$ cat config.mk
export PLATFORM = sky130hd
export DESIGN_NAME = smbus_config_status_regs
export DESIGN_NICKNAME = d
export VERILOG_FILES = /design/src/pkg/smbus_cfg_pkg.sv /design/src/design/smbus_config_status_regs.sv
export SDC_FILE = /design/constraint.sdc
export NUM_CORES = 1
export LEC_CHECK = 0
export BUFFER_PORTS_ARGS = -buffer_cell sky130_fd_sc_hd__buf_2
export CAP_MARGIN = 20
export CELL_PAD_IN_SITES_DETAIL_PLACEMENT = 1
export CELL_PAD_IN_SITES_GLOBAL_PLACEMENT = 2
export CORE_MARGIN = 8
export CORE_UTILIZATION = 38
export DETAILED_ROUTE_END_ITERATION = 7
export GPL_TIMING_DRIVEN = 0
export PLACE_DENSITY_LB_ADDON = 0.12
export SLEW_MARGIN = 10
export SYNTH_ARGS = -nofsm -noshare
export SYNTH_HDL_FRONTEND = slang
export SYNTH_SLANG_ARGS = --single-unit
$ cat constraint.sdc
create_clock -name ref_clk -period 1.94 [get_ports ref_clk]
set_clock_uncertainty 0.05 [all_clocks]
set_input_delay 0.097 -clock ref_clk [delete_from_list [all_inputs] [get_ports ref_clk]]
set_output_delay 0.097 -clock ref_clk [all_outputs]
set_load 0.02 [all_outputs]
$ cat src/pkg/smbus_cfg_pkg.sv
// Constants and carrier types for the SMBus configuration and status register bank
package smbus_cfg_pkg;
    // ********************************
    // Register indices
    // ********************************
    localparam logic [7:0] IDX_OBSERVE = 8'h00;
    localparam logic [7:0] IDX_POWER_DOWN = 8'h01;
    localparam logic [7:0] IDX_OVERRIDE = 8'h02;
    localparam logic [7:0] IDX_SPARE_A = 8'h03;
    localparam logic [7:0] IDX_SPARE_B = 8'h04;
    localparam logic [7:0] IDX_SPARE_C = 8'h05;
    localparam logic [7:0] IDX_REG_CTRL = 8'h06;
    // ********************************
    // Field positions
    // ********************************
    localparam int OBS_SOFT_RESET_BIT = 0;
    localparam int OBS_BLOCK_RESET_BIT = 1;
    localparam int OBS_EE_DONE_BIT = 2;
    localparam int OBS_STRAP_LSB = 3;
    localparam int OBS_RSVD_BIT = 7;
    localparam int OVR_PIN_BIT = 0;
    localparam int RCE_ENABLE_BIT = 3;
    // ********************************
    // Reset values and the all-off power-down pattern
    // ********************************
    localparam logic [7:0] RST_ZERO = 8'h00;
    localparam logic [7:0] RST_REG_CTRL = 8'h10;
    localparam logic [7:0] ALL_POWERED_DOWN = 8'hFF;
    // ********************************
    // Bus framing
    // ********************************
    localparam logic [6:0] BUS_ADDR_BASE = 7'h58;
    localparam logic [3:0] BITS_PER_BYTE = 4'h8;
    localparam logic [3:0] BIT_CNT_ZERO = 4'h0;
    localparam logic [3:0] BIT_CNT_ONE = 4'h1;
    // Pins gathered for synchronisation
    typedef struct packed {
        logic scl;
        logic sda;
        logic pdPin;
        logic eeDone;
        logic [3:0] strap;
    } pins_t;
    localparam pins_t PINS_IDLE = '{scl: 1'b1, sda: 1'b1, pdPin: 1'b0, eeDone: 1'b0,
        strap: 4'h0};
    typedef enum logic [2:0] {ST_IDLE, ST_ADDR, ST_INDEX, ST_WDATA, ST_RDATA, ST_IGNORE} bus_st_t;
endpackage
$ cat src/design/smbus_config_status_regs.sv
// SMBus slave with the low configuration and status registers of the mux/buffer
//
// How it works
// - Reg 0 bits 6:3 show live straps
// - Reg 0 bit 2 shows EEPROM load done
// - Writing reg 0 bit 0 restores defaults
// - Reg 0 bit 1 blocks that soft reset
// - Reg 1 holds one power-down bit per channel
// - 0x00 enables all, 0xFF disables all
// - Override bit selects register or pin power-down
// - Reg 6 bit 3 enables register control; reset 0x10
// - Bus address 0xB0 plus twice the strap value
// - Write: address, index, one data byte, acks
// - Read: index write, restart, one byte, NACK
`timescale 1ns/1ps
`default_nettype none
module smbus_config_status_regs
    import smbus_cfg_pkg::*;
#(
    parameter int CHANNELS = 8,
    parameter int STRAPS = 4
) (
    // Clock, reset, enable
    input wire logic ref_clk,
    input wire logic rst_n,
    input wire logic ce,
    // Two-wire bus, open drain
    input wire logic sclIn,
    input wire logic sdaIn,
    output logic sdaOut,
    output logic sdaOe,
    // Straps and status pins
    input wire logic [STRAPS-1:0] strapIn,
    input wire logic eepromDoneIn,
    input wire logic powerDownPin,
    // Controls to the datapath
    output logic [CHANNELS-1:0] chanPowerDown,
    output logic regCtrlEnable
);
    // ********************************
    // Pin synchronisers
    // ********************************
    // Three stages; a bit moves only when stages two and three agree
    pins_t s1_r, s2_r, s3_r, pinF_r;
    pins_t pinRaw;
    logic sclD_r, sdaD_r;
    assign pinRaw = '{scl: sclIn, sda: sdaIn, pdPin: powerDownPin, eeDone: eepromDoneIn,
        strap: strapIn};
    always_ff @(posedge ref_clk or negedge rst_n) begin
        if (!rst_n) begin
            s1_r <= PINS_IDLE;
            s2_r <= PINS_IDLE;
            s3_r <= PINS_IDLE;
            pinF_r <= PINS_IDLE;
            sclD_r <= 1'b1;
            sdaD_r <= 1'b1;
        end else if (ce) begin
            s1_r <= pinRaw;
            s2_r <= s1_r;
            s3_r <= s2_r;
            pinF_r <= (pinF_r & (s2_r ^ s3_r)) | (s3_r & ~(s2_r ^ s3_r));
            sclD_r <= pinF_r.scl;
            sdaD_r <= pinF_r.sda;
        end
    end
    logic sclRise, sclFall, startCond, stopCond;
    assign sclRise = ce & pinF_r.scl & ~sclD_r;
    assign sclFall = ce & ~pinF_r.scl & sclD_r;
    assign startCond = ce & pinF_r.scl & sclD_r & sdaD_r & ~pinF_r.sda;
    assign stopCond = ce & pinF_r.scl & sclD_r & ~sdaD_r & pinF_r.sda;
    // ********************************
    // Registers
    // ********************************
    logic obsRsvd_r;
    logic [CHANNELS-1:0] powerDown_r;
    logic [7:0] override_r, spareA_r, spareB_r, spareC_r, regCtrl_r;
    logic wrEn, softReset;
    logic [7:0] wrIdx_r, rxShift_r, rdData;
    // Blocking applies to the very write that carries it, so no state is held
    assign softReset = wrEn && wrIdx_r == IDX_OBSERVE && rxShift_r[OBS_SOFT_RESET_BIT]
        && !rxShift_r[OBS_BLOCK_RESET_BIT];
    always_ff @(posedge ref_clk or negedge rst_n) begin
        if (!rst_n) begin
            obsRsvd_r <= 1'b0;
            powerDown_r <= '0;
            override_r <= RST_ZERO;
            spareA_r <= RST_ZERO;
            spareB_r <= RST_ZERO;
            spareC_r <= RST_ZERO;
            regCtrl_r <= RST_REG_CTRL;
        end else if (softReset) begin
            obsRsvd_r <= 1'b0;
            powerDown_r <= '0;
            override_r <= RST_ZERO;
            spareA_r <= RST_ZERO;
            spareB_r <= RST_ZERO;
            spareC_r <= RST_ZERO;
            regCtrl_r <= RST_REG_CTRL;
        end else if (wrEn) begin
            unique case (wrIdx_r)
                IDX_OBSERVE: obsRsvd_r <= rxShift_r[OBS_RSVD_BIT];
                IDX_POWER_DOWN: powerDown_r <= rxShift_r[CHANNELS-1:0];
                IDX_OVERRIDE: override_r <= rxShift_r;
                IDX_SPARE_A: spareA_r <= rxShift_r;
                IDX_SPARE_B: spareB_r <= rxShift_r;
                IDX_SPARE_C: spareC_r <= rxShift_r;
                IDX_REG_CTRL: regCtrl_r <= rxShift_r;
                default: ;
            endcase
        end
    end
    // Self-clearing bits are never stored, so they always read zero
    always_comb begin
        rdData = RST_ZERO;
        unique case (wrIdx_r)
            IDX_OBSERVE: begin
                rdData[OBS_RSVD_BIT] = obsRsvd_r;
                rdData[OBS_STRAP_LSB +: STRAPS] = pinF_r.strap;
                rdData[OBS_EE_DONE_BIT] = pinF_r.eeDone;
            end
            IDX_POWER_DOWN: rdData[CHANNELS-1:0] = powerDown_r;
            IDX_OVERRIDE: rdData = override_r;
            IDX_SPARE_A: rdData = spareA_r;
            IDX_SPARE_B: rdData = spareB_r;
            IDX_SPARE_C: rdData = spareC_r;
            IDX_REG_CTRL: rdData = regCtrl_r;
            default: rdData = RST_ZERO;
        endcase
    end
    // ********************************
    // Outputs to the datapath
    // ********************************
    always_ff @(posedge ref_clk or negedge rst_n) begin
        if (!rst_n) begin
            chanPowerDown <= '0;
        end else if (ce) begin
            chanPowerDown <= override_r[OVR_PIN_BIT] ? powerDown_r
                : {CHANNELS{pinF_r.pdPin}};
        end
    end
    assign regCtrlEnable = regCtrl_r[RCE_ENABLE_BIT];
    // ********************************
    // Bus slave engine
    // ********************************
    bus_st_t state_r;
    logic [3:0] bitCnt_r;
    logic ackPhase_r, addrMatch;
    logic [7:0] txShift_r;
    logic [6:0] ownAddr;
    assign ownAddr = BUS_ADDR_BASE + 7'(pinF_r.strap);
    assign addrMatch = rxShift_r[7:1] == ownAddr;
    // Write lands as the eighth data bit closes, before the device acks it
    assign wrEn = ce && sclFall && state_r == ST_WDATA && bitCnt_r == BITS_PER_BYTE
        && !ackPhase_r;
    always_ff @(posedge ref_clk or negedge rst_n) begin
        if (!rst_n) begin
            state_r <= ST_IDLE;
            bitCnt_r <= BIT_CNT_ZERO;
            ackPhase_r <= 1'b0;
            rxShift_r <= RST_ZERO;
            txShift_r <= RST_ZERO;
            wrIdx_r <= RST_ZERO;
        end else if (startCond) begin
            state_r <= ST_ADDR;
            bitCnt_r <= BIT_CNT_ZERO;
            ackPhase_r <= 1'b0;
        end else if (stopCond) begin
            state_r <= ST_IDLE;
            ackPhase_r <= 1'b0;
        end else if (state_r != ST_IDLE && state_r != ST_IGNORE) begin
            if (sclRise) begin
                if (!ackPhase_r) begin
                    bitCnt_r <= bitCnt_r + BIT_CNT_ONE;
                    rxShift_r <= {rxShift_r[6:0], pinF_r.sda};
                end else if (state_r == ST_RDATA && pinF_r.sda) begin
                    state_r <= ST_IGNORE;
                end
            end else if (sclFall) begin
                if (!ackPhase_r && bitCnt_r == BITS_PER_BYTE) begin
                    ackPhase_r <= 1'b1;
                    if (state_r == ST_ADDR && !addrMatch) begin
                        state_r <= ST_IGNORE;
                    end
                end else if (ackPhase_r) begin
                    ackPhase_r <= 1'b0;
                    bitCnt_r <= BIT_CNT_ZERO;
                    unique case (state_r)
                        ST_ADDR: begin
                            state_r <= rxShift_r[0] ? ST_RDATA : ST_INDEX;
                            txShift_r <= rdData;
                        end
                        ST_INDEX: begin
                            wrIdx_r <= rxShift_r;
                            state_r <= ST_WDATA;
                        end
                        ST_WDATA: state_r <= ST_IGNORE;
                        ST_RDATA: txShift_r <= rdData;
                        default: ;
                    endcase
                end else if (state_r == ST_RDATA && bitCnt_r != BIT_CNT_ZERO) begin
                    txShift_r <= {txShift_r[6:0], 1'b0};
                end
            end
        end
    end
    always_comb begin
        sdaOe = 1'b0;
        if (state_r == ST_RDATA) begin
            sdaOe = !ackPhase_r && !txShift_r[7];
        end else if (state_r == ST_ADDR || state_r == ST_INDEX || state_r == ST_WDATA) begin
            sdaOe = ackPhase_r;
        end
    end
    assign sdaOut = 1'b0;
endmodule // smbus_config_status_regs
`default_nettype wire

==> impl_metrics.py <==
metrics = {
    "floorplanning": {
        "io-pin-count": 22,
        "die_y_extent_um": 141,
        "die_area_um2": 19900,
        "die_w_um": 141,
        "fp.coreArea_um2": 15300,
        "starting_density_pct": 38.9,
        "row_count": 45,
    },
    "clock_tree": {
        "h_tree_depth": 4,
        "clk_transition_reported_paths_ps": 60,
        "worstSkewPairLatency_ps": 410,
        "clock_tree_from_tritoncts": "done",
        "clock-root-buffer": "clkbuf_16",
        "cts.path.max_buffers": 2,
        "cts_num_sinks": 123,
        "cts_made_buffers": 17,
    },
    "route": {
        "first_pass_iters": 4,
        "routed_wirelength_mm": 18.1,
        "wl_per_cell_um": 21.1,
        "drcViolationCount": 0,
        "first_iter_violations": 167,
        "post_drt_via_cell_ratio": 5.40,
        "drt.antenna.violating_nets": 0,
        "dr_vias": 4627,
    },
    "timing": {
        "min_period_ps": 2060,
        "fin_ws_ps": -122,
        "setup_total_negative_slack_ps": -4000,
        "final-hold-violation-count": 0,
        "setup_violations_final": 55,
        "worst_margin_slew_ps": 762,
        "rsz0062_at_grt": "yes",
        "fmax_ghz": 0.485,
        "final.period_utilization_pct": 106,
        "max-slew-margin-rel_pct": 49.2,
        "finalMaxSlewViolations": 0,
    },
    "min_path": {
        "whs_endpoint": "sclD_r",
        "holdCritStartpoint": "ce",
        "class_of_the_worst_hold_path": "input port to flop",
        "whs_path_cells": 4,
    },
    "critical_path": {
        "worst_r2r_startpoint": "wrIdx_r[5]",
        "ff2ff_setup_slack_ps": -120,
        "timing.critical_path.slowest_cell_delay_ps": 570,
        "cp-start-kind": "flop",
        "path_buf_inv": 2,
        "timing.rr.end": "regCtrl_r[1]",
        "worstPathArrival_ps": 2290,
        "timing.critical_path.to_type": "flop",
        "critical-path-top-cell-by-count": "buf_6",
        "cp_top_family": "simple AND/OR/NAND/NOR gates",
        "worst-endpoint-required_ps": 2170,
        "critPathMaxFanout": 6,
        "worstSetupPathType": "flop to flop",
        "r2r_cells": 7,
        "timing.critical_path.cells": "or4_4, nor3_4, buf_6, nand4_1, buf_6, nand3_2, o21ai_2",
        "timing.critical_path.slowest_stage_cell": "or4_4",
    },
    "grt": {
        "leftover_overflow_at_the_end_of_global_routing": 0,
        "grt_pass1_vias": 4962,
        "grt_pass1_wl_mm": 27.6,
        "grt_start_max_net_pins": 65,
        "grt_antenna_before_repair": 0,
        "global_route.usage.total_pct": 17.9,
    },
    "synthesis": {
        "synth_top_cells_by_count": "112 x dfrtp_1, 69 x nor2_1, 52 x mux2i_1",
        "ys_warn_count": 0,
        "syn_area_um2": 5930,
        "post-synth-top-area-cell": "dfrtp_1",
        "yosys.cell_count.top_type": "dfrtp_1",
        "syn-instance-count": 539,
        "syn-mean-instance-area_um2": 11.0,
        "synth_top_cells_by_area": "dfrtp_1 47%, mux2i_1 8.8%, mux2_2 8.0%",
        "synth.yosys.seq_area_share_pct": 52.1,
        "net_count_of_the_mapped_netlist": 552,
        "synth_largest_type_area_fraction_pct": 47.2,
        "ys_seq_elements": 123,
        "post_synth_edffs": 0,
        "synth_async_sr_flop_share_pct": 100,
        "library_cells_used_by_synthesis": 57,
        "ys.flop_type": "dfrtp_1",
    },
    "place": {
        "detailedPlacementHpwl_mm": 10.7,
        "place.port_buffers": 20,
        "detailedPlace.worstSlack_ps": -582,
        "dpl.cell_count": 771,
        "gpl.final_weighted_congestion": 0.800,
    },
    "final_layout": {
        "n_antenna_cell": 0,
        "nNetsFinal": 646,
        "area_growth_pct": 40.4,
        "post_route_cells_drive_above_1_share_pct": 44.9,
        "final-instance-count-excl-fill": 857,
    },
    "outcome": {
        "violations": "negative setup slack",
        "status": "finished with violations",
    },
    "power_and_ir_drop": {
        "irDropWorstVdd_mv": 0.617,
        "pwr_density_cell_nw_per_um2": 855,
        "total_leakage_power_uw": 0.00358,
    },
    "run": {
        "cap_viol_max_count": 0,
    },
}
power by group:
| part | internal (uW) | switching, uW | total [uW] |
|---|---|---|---|
| registers | 2800 | 205 | 3000 |
| clock network | 1900 | 1200 | 3100 |
| logic | 506 | 516 | 1020 |
| total | 5200 | 1920 | 7120 |
final cells by class:
class / instances / area [um^2]
Clock inverter: 9 / 90.1
Buffer: 30 / 254
Inverter: 8 / 32.5
Timing Repair Buffer: 81 / 767
Fill cell: 1557 / 6930
Sequential cell: 123 / 3100
Clock buffer: 23 / 488
Multi-Input combinational cell: 372 / 3330
Tap cell: 211 / 264
cell families after synthesis:
| logic type | after synthesis | synth area share [%] |
|---|---|---|
| fa+ha+maj | 2 | 0.422 |
| buf+inv | 47 | 3.52 |
| mux | 100 | 19.0 |
| simple gates | 160 | 13.5 |
| compound gates | 100 | 10.3 |
| other cells | 1 | 0.0632 |
| xor+xnor | 6 | 1.01 |
| flops | 123 | 52.1 |
placed cells by master, fill, tap and decap left out, drive strengths merged, types with 3 or more instances in the layout:
| master | Yosys | layout |
|---|---|---|
| clkinv | 0 | 3 |
| buf | 16 | 84 |
| a22oi | 7 | 7 |
| nor2b | 7 | 7 |
| o21ai | 24 | 24 |
| dlygate4sd3 | 0 | 9 |
| mux2 | 42 | 42 |
| and3b | 3 | 3 |
| nand4 | 5 | 6 |
| o2bb2ai | 7 | 7 |
| mux2i | 52 | 52 |
| dfrtp | 112 | 112 |
| xnor2 | 4 | 4 |
| clkbuf | 23 | 41 |
| nor2 | 69 | 69 |
| inv | 8 | 8 |
| clkinvlp | 0 | 5 |
| nor3 | 5 | 5 |
| nand2b | 12 | 12 |
| mux4 | 6 | 6 |
| nand2 | 20 | 20 |
| and3 | 4 | 4 |
| nand3 | 19 | 21 |
| dfstp | 11 | 11 |
| a21oi | 43 | 43 |
| a2bb2oi | 6 | 6 |
what timing repair did:
| action | CTS | global route |
|---|---|---|
| pin swaps | 17 | 36 |
| cloned | 6 | 3 |
| hold endpoints to repair | 57 | 0 |
| setup endpoints to repair | 81 | 70 |
| resized for setup | 93 | 130 |
| hold buffers | 9 | 0 |
| buffers inserted | 32 | 13 |
registers in the layout, indices dropped and copies added (netlist names), 8 cells and up, named ones only:
register	count
s2_r	8
txShift_r	8
spareC_r	8
s1_r	8
override_r	8
spareA_r	8
chanPowerDown	8
s3_r	8
rxShift_r	8
wrIdx_r	8
regCtrl_r	8
spareB_r	8
powerDown_r	8
how the worst max path moves through the flow:
stage,endpoint,cells after the start,start,slack (ps)
final,regCtrl_r[1],7,wrIdx_r[5],-120
after global routing,powerDown_r[1],7,wrIdx_r[5],-200
after CTS,txShift_r[5],7,wrIdx_r[5],-70
after detailed placement,spareA_r[3],9,bitCnt_r[0],-580
after global placement,s1_r[4],1,rst_n,-920
after floorplan,bitCnt_r[3],6,flop,-120
worst register-to-register path, delay by kind of cell (launching register included):
| family | cells | cell delay [ps] |
|---|---|---|
| buf+inv | 2 | 400 |
| compound gates | 1 | 50 |
| flops | 1 | 380 |
| simple gates | 4 | 1050 |
metal layers:
metal | wire length (um) | up-vias | part of all wire, % | track usage, %
met3 | 466 | 29 | 2.6 | 3.51
met2 | 8980 | 77 | 50 | 29.5
li1 | - | 2126 | - | -
met4 | 416 | 0 | 2.3 | 6.56
met1 | 8200 | 2395 | 45 | 23.0
met5 | 0 | - | 0 | 0
stage by stage:
step	instance area (um^2)	power, uW	utilization [%]	hold slack, ps
after floorplan	5960	3540	-	-249
after global placement	6330	3810	41.5	279
after detailed placement	6360	3870	41.7	68.7
after CTS	7730	7160	50.7	47.7
after global routing	8330	7390	54.6	98.9
final	8330	7120	54.6	73.4
No activity file was read; power rests on OpenSTA's default activity.
